### src/verilog/power_save_pkg.sv
// Constants, encodings and helpers shared by the power-save controller.
package power_save_pkg;

  // Register indices on the CPU store/read port
  localparam logic [3:0] IDX_LOCK_STATUS = 4'h0;
  localparam logic [3:0] IDX_MODE_SELECT = 4'h1;
  localparam logic [3:0] IDX_COMMAND = 4'h2;
  localparam logic [3:0] IDX_CONTROL = 4'h3;

  // Store operation codes
  localparam logic [1:0] OP_BYTE = 2'h0;
  localparam logic [1:0] OP_SET = 2'h1;
  localparam logic [1:0] OP_CLR = 2'h2;
  localparam logic [1:0] OP_NOT = 2'h3;

  // Field positions
  localparam int MODE_STOP_BIT = 0;
  localparam int STANDBY_REQUEST_BIT = 1;
  localparam int MASKABLE_WAKE_MASK_BIT = 4;
  localparam int NMI_WAKE_MASK_BIT = 5;
  localparam int UNLOCKED_BIT = 0;

  // Reset values and command read value
  localparam logic [7:0] MODE_SELECT_RESET = 8'h00;
  localparam logic [7:0] CONTROL_RESET = 8'h00;
  localparam logic [7:0] COMMAND_READ_VALUE = 8'h00;

  // Timing
  localparam int CLK_PERIOD_NS = 25;
  localparam int TIMEBASE_WAIT_NS = 2000;
  localparam int LOCKUP_TIME_NS = 5000;
  localparam int TIMEBASE_WAIT_CYCLES =
    (TIMEBASE_WAIT_NS + CLK_PERIOD_NS - 1) / CLK_PERIOD_NS;
  localparam int LOCKUP_CYCLES =
    (LOCKUP_TIME_NS + CLK_PERIOD_NS - 1) / CLK_PERIOD_NS;

  typedef enum logic [4:0] {
    ST_NORMAL = 5'b00001,
    ST_HALT = 5'b00010,
    ST_IDLE = 5'b00100,
    ST_STOP = 5'b01000,
    ST_STOP_WAIT = 5'b10000
  } ps_state_t;

  // Byte store or single-bit set, clear, invert
  function automatic logic [7:0] apply_store(
    input logic [7:0] old,
    input logic [1:0] op,
    input logic [2:0] bit_sel,
    input logic [7:0] data
  );
    logic [7:0] r;
    r = old;
    case (op)
      OP_BYTE: r = data;
      OP_SET: r[bit_sel] = 1'b1;
      OP_CLR: r[bit_sel] = 1'b0;
      OP_NOT: r[bit_sel] = ~old[bit_sel];
      default: r = old;
    endcase
    return r;
  endfunction : apply_store

endpackage : power_save_pkg

### src/verilog/lock_timer_if.sv
// Handshake between the power-save controller and its release timers.
interface lock_timer_if;
  logic start;
  logic tbc_done;
  logic lock_done;

  modport ctrl (
    output start,
    input tbc_done,
    input lock_done
  );

  modport timer (
    input start,
    output tbc_done,
    output lock_done
  );
endinterface : lock_timer_if

### src/verilog/power_save_pll_lock_control.sv
// Power-save mode controller with protected control register and lock flag.

// Overview of operation
// Lock status register is read-only, byte or bit read; writes ignored.
// Unlocked flag reads 0 when locked, 1 after standby loses lock.
// Lock loss not caused by standby leaves the flag at 0.
// Lockup interval runs from power-on or stop release until lock.
// Halt stops only the CPU clock; oscillator, PLL, peripherals run.
// Halt is entered only by the halt instruction.
// Idle keeps oscillator and PLL running, gates all system clocks.
// Leaving idle returns to normal with no stabilisation wait.
// Mode select register chooses between idle and software stop.
// Software stop stops PLL output together with the oscillator.
// After stop release execution waits for the time base count.
// Direct mode: source holds oscillator input low; same wait applies.
// Mode select acts only with standby bit set; byte and bit stores.
// Command register is byte-write only; reads give undefined data.
// Control write counts only directly after a command register store.
// Stop is released by unmasked interrupts when wake masks allow.
// Setting the standby bit enters the selected standby mode.
// Software writes 0 to control bits 7 and 6.
// Software sets wake masks before, not with, the standby bit.
// Software sets mode select, writes command, then stores control.
// No interrupt acknowledge between command store and next store.
// Software runs five no-ops after entering idle or stop.
// Software finishes DMA before the protected write sequence.
// Control register reads need no unlock sequence.
// Halt released by NMI, unmasked maskable interrupt or reset.
// Idle wakes on interrupts only if both wake masks were 0.
// Unlocked flag set at stop entry, cleared when lockup expires.
module power_save_pll_lock_control #(
  parameter int TBC_CYCLES = power_save_pkg::TIMEBASE_WAIT_CYCLES,
  parameter int LOCK_CYCLES = power_save_pkg::LOCKUP_CYCLES
) (
  // Clock and reset
  input wire logic clk,
  input wire logic rst,
  // CPU store port
  input wire logic store_valid,
  input wire logic [3:0] store_addr,
  input wire logic [1:0] store_op,
  input wire logic [2:0] store_bit,
  input wire logic [7:0] store_data,
  // CPU read port
  input wire logic [3:0] read_addr,
  output logic [7:0] read_data,
  // CPU events and interrupt requests
  input wire logic halt_instr,
  input wire logic nmi_req,
  input wire logic maskable_irq,
  output logic int_ack_block,
  // Clock generator controls
  output logic cpu_clk_en,
  output logic periph_clk_en,
  output logic osc_en,
  output logic pll_en,
  output logic pll_unlocked,
  output logic standby_active
);

  lock_timer_if tmr_if ();

  release_timer #(
    .TBC_CYCLES(TBC_CYCLES),
    .LOCK_CYCLES(LOCK_CYCLES)
  ) u_release_timer (
    .clk(clk),
    .rst(rst),
    .tmr(tmr_if.timer)
  );

  power_save_pkg::ps_state_t state;
  power_save_pkg::ps_state_t next_state;
  logic [7:0] mode_select;
  logic [7:0] next_mode_select;
  logic [7:0] control;
  logic [7:0] next_control;
  logic unlock_armed;
  logic next_unlock_armed;
  logic idle_wakeable;
  logic next_idle_wakeable;
  logic unlocked_flag;
  logic next_unlocked_flag;
  logic [7:0] next_read_data;
  logic next_cpu_clk_en;
  logic next_periph_clk_en;
  logic next_osc_en;
  logic next_pll_en;

  logic wr_mode;
  logic wr_cmd;
  logic wr_ctrl;
  logic ctrl_accept;
  logic [7:0] ctrl_written;
  logic any_wake;
  logic stop_wake;
  logic stop_release;

  assign wr_mode = store_valid
    && (store_addr == power_save_pkg::IDX_MODE_SELECT);
  assign wr_cmd = store_valid && (store_addr == power_save_pkg::IDX_COMMAND)
    && (store_op == power_save_pkg::OP_BYTE);
  assign wr_ctrl = store_valid
    && (store_addr == power_save_pkg::IDX_CONTROL);
  assign ctrl_accept = wr_ctrl && unlock_armed;
  assign ctrl_written = power_save_pkg::apply_store(control, store_op,
    store_bit, store_data);

  assign any_wake = nmi_req || maskable_irq;
  // Interrupt mask registers are applied upstream of maskable_irq
  assign stop_wake =
    (nmi_req && !control[power_save_pkg::NMI_WAKE_MASK_BIT])
    || (maskable_irq
    && !control[power_save_pkg::MASKABLE_WAKE_MASK_BIT]);
  assign stop_release = (state == power_save_pkg::ST_STOP) && stop_wake;
  assign tmr_if.start = stop_release;

  // Unlock sequence and register stores
  always_comb
  begin
    next_mode_select = mode_select;
    next_control = control;
    next_unlock_armed = unlock_armed;
    if (wr_mode)
      next_mode_select = power_save_pkg::apply_store(mode_select, store_op,
        store_bit, store_data);
    if (store_valid)
      next_unlock_armed = wr_cmd;
    if (ctrl_accept)
      next_control = ctrl_written;
    // Standby bit drops when idle returns to normal, or at stop release before the time base wait
    if ((state == power_save_pkg::ST_IDLE && next_state
      == power_save_pkg::ST_NORMAL) || stop_release)
      next_control[power_save_pkg::STANDBY_REQUEST_BIT] = 1'b0;
  end

  always_ff @(posedge clk)
  begin
    if (rst)
    begin
      mode_select <= power_save_pkg::MODE_SELECT_RESET;
      control <= power_save_pkg::CONTROL_RESET;
      unlock_armed <= 1'b0;
    end
    else
    begin
      mode_select <= next_mode_select;
      control <= next_control;
      unlock_armed <= next_unlock_armed;
    end
  end

  // Standby state machine
  always_comb
  begin
    next_state = state;
    next_idle_wakeable = idle_wakeable;
    case (state)
      power_save_pkg::ST_NORMAL:
      begin
        if (halt_instr)
          next_state = power_save_pkg::ST_HALT;
        else if (ctrl_accept
          && ctrl_written[power_save_pkg::STANDBY_REQUEST_BIT])
        begin
          // Mode select is sampled only here, while the standby bit sets
          if (mode_select[power_save_pkg::MODE_STOP_BIT])
            next_state = power_save_pkg::ST_STOP;
          else
            next_state = power_save_pkg::ST_IDLE;
          next_idle_wakeable =
            !ctrl_written[power_save_pkg::NMI_WAKE_MASK_BIT]
            && !ctrl_written[power_save_pkg::MASKABLE_WAKE_MASK_BIT];
        end
      end
      power_save_pkg::ST_HALT:
      begin
        if (any_wake)
          next_state = power_save_pkg::ST_NORMAL;
      end
      power_save_pkg::ST_IDLE:
      begin
        if (idle_wakeable && any_wake)
          next_state = power_save_pkg::ST_NORMAL;
      end
      power_save_pkg::ST_STOP:
      begin
        if (stop_wake)
          next_state = power_save_pkg::ST_STOP_WAIT;
      end
      power_save_pkg::ST_STOP_WAIT:
      begin
        // Also covers direct mode, where the source held the input low
        if (tmr_if.tbc_done)
          next_state = power_save_pkg::ST_NORMAL;
      end
      default:
        next_state = power_save_pkg::ST_NORMAL;
    endcase
  end

  always_ff @(posedge clk)
  begin
    if (rst)
    begin
      state <= power_save_pkg::ST_NORMAL;
      idle_wakeable <= 1'b0;
    end
    else
    begin
      state <= next_state;
      idle_wakeable <= next_idle_wakeable;
    end
  end

  // Lock flag: only standby can set it, so other lock losses read 0
  always_comb
  begin
    next_unlocked_flag = unlocked_flag;
    if (tmr_if.lock_done && state != power_save_pkg::ST_STOP)
      next_unlocked_flag = 1'b0;
    if (next_state == power_save_pkg::ST_STOP)
      next_unlocked_flag = 1'b1;
  end

  always_ff @(posedge clk)
  begin
    if (rst)
      unlocked_flag <= 1'b0;
    else
      unlocked_flag <= next_unlocked_flag;
  end

  // Clock enables follow the next state so they switch with it
  always_comb
  begin
    next_cpu_clk_en = (next_state == power_save_pkg::ST_NORMAL);
    next_periph_clk_en = (next_state == power_save_pkg::ST_NORMAL)
      || (next_state == power_save_pkg::ST_HALT);
    next_osc_en = (next_state != power_save_pkg::ST_STOP);
    next_pll_en = (next_state != power_save_pkg::ST_STOP);
  end

  // Read port: lock status and control read directly, no sequence
  always_comb
  begin
    next_read_data = 8'h00;
    case (read_addr)
      power_save_pkg::IDX_LOCK_STATUS:
        next_read_data[power_save_pkg::UNLOCKED_BIT] =
          unlocked_flag;
      power_save_pkg::IDX_MODE_SELECT:
        next_read_data = mode_select;
      power_save_pkg::IDX_COMMAND:
        next_read_data = power_save_pkg::COMMAND_READ_VALUE;
      power_save_pkg::IDX_CONTROL:
        next_read_data = control;
      default:
        next_read_data = 8'h00;
    endcase
  end

  always_ff @(posedge clk)
  begin
    if (rst)
    begin
      read_data <= 8'h00;
      cpu_clk_en <= 1'b1;
      periph_clk_en <= 1'b1;
      osc_en <= 1'b1;
      pll_en <= 1'b1;
      pll_unlocked <= 1'b0;
      standby_active <= 1'b0;
      int_ack_block <= 1'b0;
    end
    else
    begin
      read_data <= next_read_data;
      cpu_clk_en <= next_cpu_clk_en;
      periph_clk_en <= next_periph_clk_en;
      osc_en <= next_osc_en;
      pll_en <= next_pll_en;
      pll_unlocked <= next_unlocked_flag;
      standby_active <= (next_state != power_save_pkg::ST_NORMAL);
      int_ack_block <= next_unlock_armed;
    end
  end

endmodule : power_save_pll_lock_control

### src/verilog/release_timer.sv
// Time base wait and PLL lockup counters, both started at stop release.
module release_timer #(
  parameter int TBC_CYCLES = power_save_pkg::TIMEBASE_WAIT_CYCLES,
  parameter int LOCK_CYCLES = power_save_pkg::LOCKUP_CYCLES
) (
  // Clock and reset
  input wire logic clk,
  input wire logic rst,
  // Controller side
  lock_timer_if.timer tmr
);

  localparam logic [15:0] TBC_LOAD = 16'(TBC_CYCLES);
  localparam logic [15:0] LOCK_LOAD = 16'(LOCK_CYCLES);

  logic [15:0] tbc_cnt;
  logic [15:0] lock_cnt;
  logic [15:0] next_tbc_cnt;
  logic [15:0] next_lock_cnt;

  always_comb
  begin
    next_tbc_cnt = tbc_cnt;
    next_lock_cnt = lock_cnt;
    if (tmr.start)
    begin
      next_tbc_cnt = TBC_LOAD;
      next_lock_cnt = LOCK_LOAD;
    end
    else
    begin
      if (tbc_cnt != 16'h0000)
        next_tbc_cnt = tbc_cnt - 16'h0001;
      if (lock_cnt != 16'h0000)
        next_lock_cnt = lock_cnt - 16'h0001;
    end
  end

  // Lockup is counted from reset release as well as from stop release
  always_ff @(posedge clk)
  begin
    if (rst)
    begin
      tbc_cnt <= 16'h0000;
      lock_cnt <= LOCK_LOAD;
    end
    else
    begin
      tbc_cnt <= next_tbc_cnt;
      lock_cnt <= next_lock_cnt;
    end
  end

  assign tmr.tbc_done = (tbc_cnt == 16'h0000);
  assign tmr.lock_done = (lock_cnt == 16'h0000);

endmodule : release_timer
### config.mk
export PLATFORM = sky130hd
export DESIGN_NAME = power_save_pll_lock_control
export DESIGN_NICKNAME = d
export VERILOG_FILES = /design/src/verilog/power_save_pkg.sv /design/src/verilog/lock_timer_if.sv /design/src/verilog/power_save_pll_lock_control.sv /design/src/verilog/release_timer.sv
export SDC_FILE = /design/constraint.sdc
export NUM_CORES = 1
export LEC_CHECK = 0
export ABC_AREA = 0
export BUFFER_PORTS_ARGS = -buffer_cell sky130_fd_sc_hd__buf_2
export CORE_ASPECT_RATIO = 0.7
export CORE_MARGIN = 2
export CORE_UTILIZATION = 50
export CTS_BUF_LIST = sky130_fd_sc_hd__clkbuf_8
export DETAILED_ROUTE_END_ITERATION = 7
export PLACE_DENSITY = 0.76
export SYNTH_ARGS = -nofsm -noshare
export SYNTH_HDL_FRONTEND = slang
export SYNTH_SLANG_ARGS = --single-unit
### constraint.sdc
create_clock -name clk -period 5.14 [get_ports clk]
set_input_delay 0.257 -clock clk [delete_from_list [all_inputs] [get_ports clk]]
set_output_delay 0.257 -clock clk [all_outputs]
set_load 0.02 [all_outputs]
# Word level (Yosys, flattened, before mapping)
# Cells that the tools add are included.
[word_totals]
out_inout_bits = 15
elab_cells = 103
inputBits = 27
reg_bits = 68
[op_classes]
bitwise = 8
add_sub_neg = 2
eq_ne = 19
magnitude_cmp = 2
reduce_logical = 33
n_mux = 24
[op_table]
columns = ["operator", "count"]
rows = [
  ["8-bit case mux with 4 select lines", 2],
  ["16-bit zero test", 2],
  ["16-bit nonzero test", 2],
  ["16-bit by 1-bit subtractor with 16-bit output (second input constant)", 2],
  ["5-bit 2-to-1 mux", 6],
  ["5-bit case mux with 5 select lines", 1],
  ["8-bit bitwise AND", 2],
  ["8-bit bitwise mux", 2],
  ["8-bit bitwise OR", 2],
  ["1-bit logical AND", 14],
  ["7-bit 2-to-1 mux", 2],
  ["7-bit case mux with 2 select lines", 1],
  ["4-bit by 2-bit == test with 1-bit output (second input constant)", 3],
  ["5-bit by 1-bit == test with 1-bit output (second input constant)", 2],
  ["5-bit by 2-bit == test with 1-bit output (second input constant)", 2],
  ["5-bit by 4-bit == test with 1-bit output (second input constant)", 2],
  ["5-bit by 4-bit inequality test with 1-bit output (second input constant)", 2],
  ["4-bit by 1-bit == test with 1-bit output (second input constant)", 2],
  ["8-bit inverter", 1],
  ["1-bit binary-select mux with 3-bit select", 2],
  ["5-bit by 3-bit == test with 1-bit output (second input constant)", 1],
  ["5-bit == test (second input constant)", 1],
  ["1-bit 2-to-1 mux", 5],
  ["5-bit by 1-bit inequality test with 1-bit output (second input constant)", 1],
  ["15 further kinds", 26],
]

# Longest topological paths before layout
# Gate-level depths: netlist of run 1.
[logic_depth]
ltp_word = 15
mapped_depth = 8
depth_no_buf = 7

# Hierarchy
# A second synthesis of run 1 with hierarchy kept.
[unflattened]
cells_unflattened = 450
hier_area_um2 = 3736.1
[modules_own_cells]
columns = ["mod", "instances", "area_each_um2", "cells_each", "seq_area_each_um2"]
rows = [
  ["power_save_pll_lock_control", 1, 2098.3, 250, 720.7],
  ["release_timer", 1, 1637.8, 200, 640.6],
]

# Least setup slack after synthesis of run 1
# OpenSTA, ideal clock, no wires.
[synth_timing]
kind = "flip-flop to flip-flop"
startpoint = "register u_release_timer.lock_cnt[0]"
endpoint = "register u_release_timer.lock_cnt[2]"
setup_ns = 0.128
slack_ns = 3.120
required_ns = 5.012
n_path_buf = 1
t_arrival_ns = 1.892
period_less_slack_ns = 2.020
stages_incl_launch_ff = 9
path_cell_list = "dfxtp_1 -> inv_1 -> ha_1 -> or3b_1 -> clkbuf_1 -> or4_4 -> o21ai_1 -> xor2_1 -> nor2_1"
[synth_between]
elab_chain_cells = 1
word_cells_on_any_way = 2
cone_classes = "1 x add/sub; 1 x reduce/logical"
[synth_lines]
columns = ["element", "line_no", "rtl"]
rows = [
  ["from (decl)", "release_timer.sv:17", "logic [15:0] lock_cnt;"],
  ["from (signal assigned)", "release_timer.sv:50", "lock_cnt <= next_lock_cnt;"],
  ["16-bit by 1-bit subtractor with 16-bit output / 16-bit nonzero test (equally long branches)", "release_timer.sv:35, release_timer.sv:34", ""],
]
# Parallel ways exist; a longest one is shown, timed or not.
# A chain may end at the register's enable or synchronous reset.

# Final worst setup path of run 1
[layout_timing]
startpoint = "register state[1]"
endpoint = "register u_release_timer.lock_cnt[2]"
[layout_between]
elab_chain_cells = 3
[layout_lines]
columns = ["element", "line_no", "rtl"]
rows = [
  ["from (decl)", "power_save_pll_lock_control.sv:72", "power_save_pkg::ps_state_t state;"],
  ["from (signal assigned)", "power_save_pll_lock_control.sv:206", "state <= power_save_pkg::ST_NORMAL;"],
  ["from (signal assigned)", "power_save_pll_lock_control.sv:211", "state <= next_state;"],
  ["5-bit by 4-bit == test with 1-bit output", "power_save_pll_lock_control.sv:115", "assign stop_release = (state == power_save_pkg::ST_STOP) && stop_wake;"],
  ["1-bit logical AND", "power_save_pll_lock_control.sv:115", ""],
  ["2-bit OR reduction (no source line)", "n/a", ""],
]
# Every way passes these cells.

==> results of run 1 <==
==> cell families (layout without fill, tap and decap cells) <==
kind of cell	after synthesis	after routing	share of synthesized area, %
AO/OA/AOI/OAI	106	106	21.6
flip-flops	68	68	38.5
adder cells (fa/ha/maj)	2	2	0.708
multiplexers	7	7	2.02
buffers and inverters	30	70	3.65
AND/OR/NAND/NOR	176	176	28.2
XOR/XNOR	21	21	5.21
==> layout by cell type (no fill, tap or decap), types with 8 or more instances in the layout <==
cell type   n
dfxtp_1    68
a21oi_1    33
or3_1       9
nor2_1     62
nand3_1     9
xor2_1      8
nor3_1     12
inv_1      11
a2111oi_0   8
a211oi_1   10
xnor2_1    13
nand2_1    20
clkbuf_8   11
buf_2      41
a22oi_1     8
==> through the flow <==
step,area [um^2],hold slack [ns],setup slack (ns)
global placement,3790,0.463,3.01
CTS,4020,0.161,2.95
global route,4020,0.162,2.78
floorplan,3530,0.409,3.12
finish,4020,0.178,2.97
detailed placement,3790,0.469,2.97
==> Yosys cell counts (5+ instances only) <==
cell type  count
dfxtp_1       68
xnor2_1       13
or4_4          6
mux2i_1        6
inv_1         11
a2111oi_2      5
xor2_1         8
or3_1          9
clkbuf_1      11
a21oi_1       33
o21ai_0        7
nand3_1        9
nor2b_1        6
a211oi_1      10
nand2b_1       7
nor4_1         7
nand2_1       20
a2111oi_0      8
nor2_1        62
nor3_1        12
a22oi_1        8
==> state kept, by name (all words and copies together), names as in the netlist <==
register and cells:
u_release_timer.tbc_cnt 16, pll_en 1, read_data 8, state 5
u_release_timer.lock_cnt 16, int_ack_block 1, standby_active 1, cpu_clk_en 1
control 8, idle_wakeable 1, mode_select 8, pll_unlocked 1
periph_clk_en 1
==> critical path: cells and delay by family (launching register included) <==
kind,cells,cell delay (ns)
flip-flops,1,0.37
AND/OR/NAND/NOR,5,1.64
==> report_power, final <==
group	total [W]	internal, W	switching, W
combinational	0.000537	0.000240	0.000298
clock	0.000508	0.000300	0.000208
sequential	0.000656	0.000593	0.0000632
total	0.00170	0.00113	0.000569
==> metal layers <==
metal | part of all wire [%] | wire (um)
met1 | 51 | 4270
met2 | 39 | 3280
met3 | 8.7 | 729
met4 | 1.2 | 101
met5 | 0 | 0
==> final cells by class <==
class	instances	area, um^2
fillers	631	2760
multi-input cells	312	2050
flip-flops and latches	68	1360
repair buffers	43	220
clock buffers	11	151
well taps	94	118
clock inverters	5	83.8
inverters	11	41.3
==> how the worst max path moves through the flow <==
| stage | slack, ns | from | endpoint |
|---|---|---|---|
| final | 2.97 | state[1] | u_release_timer.lock_cnt[2] |
| after global routing | 2.78 | state[1] | u_release_timer.lock_cnt[14] |
| after CTS | 2.95 | state[1] | u_release_timer.lock_cnt[2] |
| after detailed placement | 2.97 | state[1] | u_release_timer.tbc_cnt[2] |
| after global placement | 3.01 | store_op[1] | standby_active |
| after floorplan | 3.12 | u_release_timer.lock_cnt[0] | u_release_timer.lock_cnt[2] |
==> flow_metrics.py, run 1 <==
metrics = {
    "global_route": {
        "top_usage_layer": "met1",
        "grt_pass1_vias": 2838,
        "grt_pass1_wl_um": 13900,
        "antenna_found_initial": 0,
        "grtUsageMet1_pct": 32.3,
        "grt_usage_pct": 22.9,
        "overflow": 0,
        "met3_usage_pct": 9.99,
        "met2_usage_pct": 32.1,
        "grt_max_degree": 41,
    },
    "timing": {
        "rsz0062_at_grt": "no",
        "slew_headroom_pct": 30.4,
        "finalCriticalPeriod_ns": 2.17,
        "skew_ns": 0.0117,
        "tightest_slew_ns": 1.03,
        "setup_viol": 0,
        "finalSetupTns_ns": 0,
        "min_period_over_period_pct": 42.3,
        "hold_viol_final": 0,
        "fmax_mhz": 460,
        "slew_violations": 0,
    },
    "route": {
        "avgRoutedWirePerCell_um": 15.4,
        "routed_wl_um": 8390,
        "first_pass_iters": 5,
        "via_per_inst": 5.86,
        "initialDrtViolationCount": 293,
        "vias": 3188,
        "postRouteAntennaNets": 0,
        "drc_errors": 0,
    },
    "finish": {
        "drive_gt1_share_pct": 19.3,
        "antenna_cells": 0,
        "final_util_pct": 59.3,
        "finalNonFillerCells": 544,
        "area_growth_pct": 13.9,
        "final_nets": 474,
    },
    "clock_tree": {
        "htreeDepth": 3,
        "cts_buffers": 9,
        "root_buffer": "clkbuf_8",
        "cts_tree": "built",
        "postCtsHoldBufs": 0,
        "post_cts_resized": 0,
        "insertion_delay_ns": 0.36,
        "cts.clk_slew.worst_paths_ns": 0.07,
        "cts.sink_count": 68,
        "post_cts_buffers": 0,
        "cts_buffer_depth": 2,
    },
    "yosys": {
        "synth_area_per_cell_um2": 8.61,
        "yosysTopAreaCellShare_pct": 38.5,
        "netlist_area_um2": 3530,
        "synthFlopType": "dfxtp_1",
        "yosysTopAreaCell": "dfxtp_1",
        "ys_types": 66,
        "synth_cells": 410,
        "ys_seq_area_share_pct": 38.5,
        "yosys_warnings": 0,
        "syn-num-nets": 439,
        "synth-edff-count": 0,
        "ys_ff_latch": 68,
        "async_reset_ff_share_pct": 0,
        "synth_area_leaders": "dfxtp_1, nor2_1, a21oi_1",
    },
    "pwr": {
        "power_density_nw_per_um2": 423,
        "vdd_ir_drop_max_mv": 0.230,
        "power_w": 0.00170,
        "p_leak_nw": 1.46,
    },
    "worst_setup_path": {
        "slowest_stage": "nand2b_1",
        "cp-start-kind": "flip-flop",
        "slowest_delay_ns": 0.75,
        "cp-end-kind": "flip-flop",
        "timing.rr.end": "u_release_timer.lock_cnt[2]",
        "reg2reg_depth": 5,
        "crit_chain": "or3_1, nor2_1, nand2_1, nand2b_1, nor2_1",
        "cp.required_ns": 5.34,
        "cp_max_fo": 27,
        "r2r_slack_ns": 2.97,
        "critPathKind": "reg -> reg",
        "r2r-start": "state[1]",
        "cp.arrival_ns": 2.37,
        "cp_common_cell": "nor2_1",
    },
    "placed_design": {
        "place_hpwl_um": 5980,
        "post-place-cells": 528,
        "place.gp.congestion": 0.929,
        "io_buffers": 41,
    },
    "die": {
        "initial_core_util_pct": 52.0,
        "dieWidth_um": 104,
        "io_pins": 42,
        "placementRows": 25,
        "die_h_um": 74.3,
        "design.die.area_um2": 7760,
        "core_um2": 6790,
    },
    "run": {
        "max-cap-violations": 0,
    },
    "min_path": {
        "holdPathStages": 3,
        "min_from": "store_addr[1]",
        "hold_class": "in -> reg",
        "whs_endpoint": "int_ack_block",
    },
    "status": {
        "status": "finished clean",
    },
}
Note: power is estimated with default switching activity, not from simulation.
==> run 2: changes to the inputs <==
--- a/config.mk
+++ b/config.mk
@@ -5,14 +5,14 @@
 export SDC_FILE = /design/constraint.sdc
 export NUM_CORES = 1
 export LEC_CHECK = 0
-export ABC_AREA = 0
+export ABC_AREA = 1
 export BUFFER_PORTS_ARGS = -buffer_cell sky130_fd_sc_hd__buf_2
 export CORE_ASPECT_RATIO = 0.7
 export CORE_MARGIN = 2
 export CORE_UTILIZATION = 50
 export CTS_BUF_LIST = sky130_fd_sc_hd__clkbuf_8
 export DETAILED_ROUTE_END_ITERATION = 7
-export PLACE_DENSITY = 0.76
+export PLACE_DENSITY = 0.78
 export SYNTH_ARGS = -nofsm -noshare
 export SYNTH_HDL_FRONTEND = slang
 export SYNTH_SLANG_ARGS = --single-unit
==> constraint.sdc (replaced) <==
create_clock -name clk -period 1.8 [get_ports clk]
set_input_delay 0.09 -clock clk [delete_from_list [all_inputs] [get_ports clk]]
set_output_delay 0.09 -clock clk [all_outputs]
set_load 0.02 [all_outputs]
==> flow_metrics.py, run 2 <==
metrics = {
    "clock_tree": {
        "root_buffer": "clkbuf_8",
        "cts_buffers": 9,
        "cts_buffer_depth": 2,
        "cts.sink_count": 68,
        "insertion_delay_ns": 0.36,
        "htreeDepth": 3,
        "cts_tree": "built",
        "cts.clk_slew.worst_paths_ns": 0.08,
    },
    "pwr": {
        "power_w": 0.00527,
        "power_density_nw_per_um2": 1160,
        "p_leak_nw": 2.06,
        "vdd_ir_drop_max_mv": 0.681,
    },
    "timing": {
        "finalCriticalPeriod_ns": 1.71,
        "setup_viol": 0,
        "hold_viol_final": 0,
        "min_period_over_period_pct": 94.8,
        "tightest_slew_ns": 0.606,
        "skew_ns": 0.0116,
        "slew_headroom_pct": 59.6,
        "fmax_mhz": 586,
        "slew_violations": 0,
        "hold_slack_ns": 0.0195,
    },
    "worst_setup_path": {
        "cp-end-kind": "flip-flop",
        "r2r_slack_ns": 0.09,
        "cp.required_ns": 2.05,
        "cp_max_fo": 5,
        "cp.arrival_ns": 1.96,
        "cp-start-kind": "flip-flop",
        "critPathKind": "reg -> reg",
    },
    "yosys": {
        "synthFlopType": "dfxtp_1",
        "yosysTopAreaCellShare_pct": 36.1,
        "synth-compound-area-share_pct": 13.9,
        "ys_seq_area_share_pct": 36.1,
        "synthXorXnorAreaFrac_pct": 2.55,
        "synth_simple_gate_area_share_pct": 36.5,
        "async_reset_ff_share_pct": 0,
        "synth_area_per_cell_um2": 6.66,
        "ys_types": 44,
        "synth_commonest_cells": "nand2_1, inv_1, nor2_1",
        "syn-num-nets": 595,
        "synth_top_family_by_area": "simple AND/OR/NAND/NOR gates",
        "synth_cells": 566,
        "synthAdderAreaFrac_pct": 0.663,
        "synth-edff-count": 0,
        "yosysMostFrequentCell": "nand2_1",
        "synth.area.mux_share_pct": 0,
        "yosysTopAreaCell": "dfxtp_1",
        "netlist_area_um2": 3770,
        "synth_area_leaders": "dfxtp_1, nand2_1, inv_1",
        "yosys_warnings": 0,
        "ys_ff_latch": 68,
    },
    "route": {
        "postRouteAntennaNets": 0,
        "vias": 4027,
        "avgRoutedWirePerCell_um": 14.2,
        "first_pass_iters": 5,
        "initialDrtViolationCount": 402,
        "routed_wl_um": 10500,
        "drc_errors": 0,
        "via_per_inst": 5.48,
    },
    "run": {
        "max-cap-violations": 0,
    },
    "min_path": {
        "hold_class": "in -> reg",
    },
    "placed_design": {
        "place.gp.congestion": 0.939,
        "place_hpwl_um": 7570,
        "io_buffers": 41,
        "place_area_um2": 4160,
    },
    "finish": {
        "n_fill_cell": 672,
        "largest_registers": "u_release_timer.lock_cnt: 16 flops, u_release_timer.tbc_cnt: 16 flops",
        "drive_gt1_share_pct": 20.4,
        "final_common_cell": "nand2_1",
        "area_growth_pct": 20.6,
        "final_util_pct": 62.2,
        "design_area_um2": 4550,
        "regArea_um2": 1360,
        "antenna_cells": 0,
        "multi_input_area_um2": 2080,
        "final_nets": 661,
        "mostFrequentLayoutCells": "nand2_1, inv_1, nor2_1",
    },
    "die": {
        "dieWidth_um": 108,
        "placementRows": 26,
        "core_um2": 7320,
        "design.die.area_um2": 8270,
        "initial_core_util_pct": 51.5,
        "io_pins": 42,
        "die_h_um": 76.7,
    },
    "global_route": {
        "grt_pass1_wl_um": 16900,
        "met2_usage_pct": 37.5,
        "grt_pass1_vias": 3786,
        "top_usage_layer": "met2",
        "antenna_found_initial": 0,
        "overflow": 0,
        "grt_usage_pct": 25.4,
        "grt_max_degree": 19,
        "grtUsageMet1_pct": 34.8,
        "met3_usage_pct": 8.67,
    },
    "status": {
        "status": "finished clean",
    },
}
run 2: changes by cell type after synthesis, sizes merged, moves of 9 or more:
cell and change:
nand3 +45, nand2 +104, inv +76, nand4 +14
o21ai +11, nor2 +15, or4 -9, xnor2 -11
a2111oi -14, or3 -9
run 2: per-stage QoR:
step	setup WS (ns)	TNS (ns)	cells
after floorplan	0.236	0	566
after global placement	0.143	0	710
after detailed placement	0.00696	0	710
after CTS	0.0134	0	730
after global routing	-0.00582	-0.00662	735
final	0.0934	0	735
run 2: cell type report:
type | instances | share of cell area, %
clock inverters | 7 | 3.08
clock buffers | 9 | 2.72
repair buffers | 66 | 8.69
well taps | 98 | 2.69
flip-flops and latches | 68 | 29.9
inverters | 87 | 7.23
multi-input cells | 400 | 45.7
run 2: worst max-delay path, stage by stage (launching register included):
cell	delay, ns
dfxtp_1	0.33
inv_1	0.12
ha_2	0.23
nand2_2	0.09
nor2_1	0.15
nand3_2	0.15
nand2_4	0.14
nor2_4	0.05
nand4_1	0.11
xor2_1	0.17
nor2_1	0.06
run 2: per-layer routing:
layer / share of wire, % / up-vias
met5: 0 / -
met1: 45 / 1821
li1: - / 1985
met4: 1.0 / 0
met3: 11 / 16
met2: 43 / 205
run 2: final timing paths:
kind	cells past startpoint	startpoint	endpoint
setup / recovery	10	u_release_timer.tbc_cnt[0]	u_release_timer.tbc_cnt[13]
hold / removal	3	store_addr[1]	int_ack_block
setup reg to reg	10	u_release_timer.tbc_cnt[0]	u_release_timer.tbc_cnt[13]
hold reg to reg	1	u_release_timer.lock_cnt[0]	u_release_timer.lock_cnt[0]
run 2: repair_timing:
action / 4_1_cts / 5_1_grt
endpoints found under the hold margin: 1 / 0
pin swaps: 1 / 5
endpoints found under the setup margin: 6 / 19
gates resized for setup: 3 / 12
setup buffers: 3 / 5
hold buffers: 1 / 0
run 2: cells by family after synthesis:
kind of cell / after synthesis
compound gates: 89
xor+xnor: 11
fa+ha+maj: 2
buf+inv: 98
flops: 68
simple gates: 298
run 2: report_power, final:
| part | internal [W] | switching, W | total, W | leakage [nW] |
|---|---|---|---|---|
| clock network | 0.00106 | 0.000625 | 0.00168 | 0.131 |
| registers | 0.00169 | 0.000182 | 0.00188 | 0.553 |
| logic | 0.000620 | 0.00109 | 0.00171 | 1.38 |
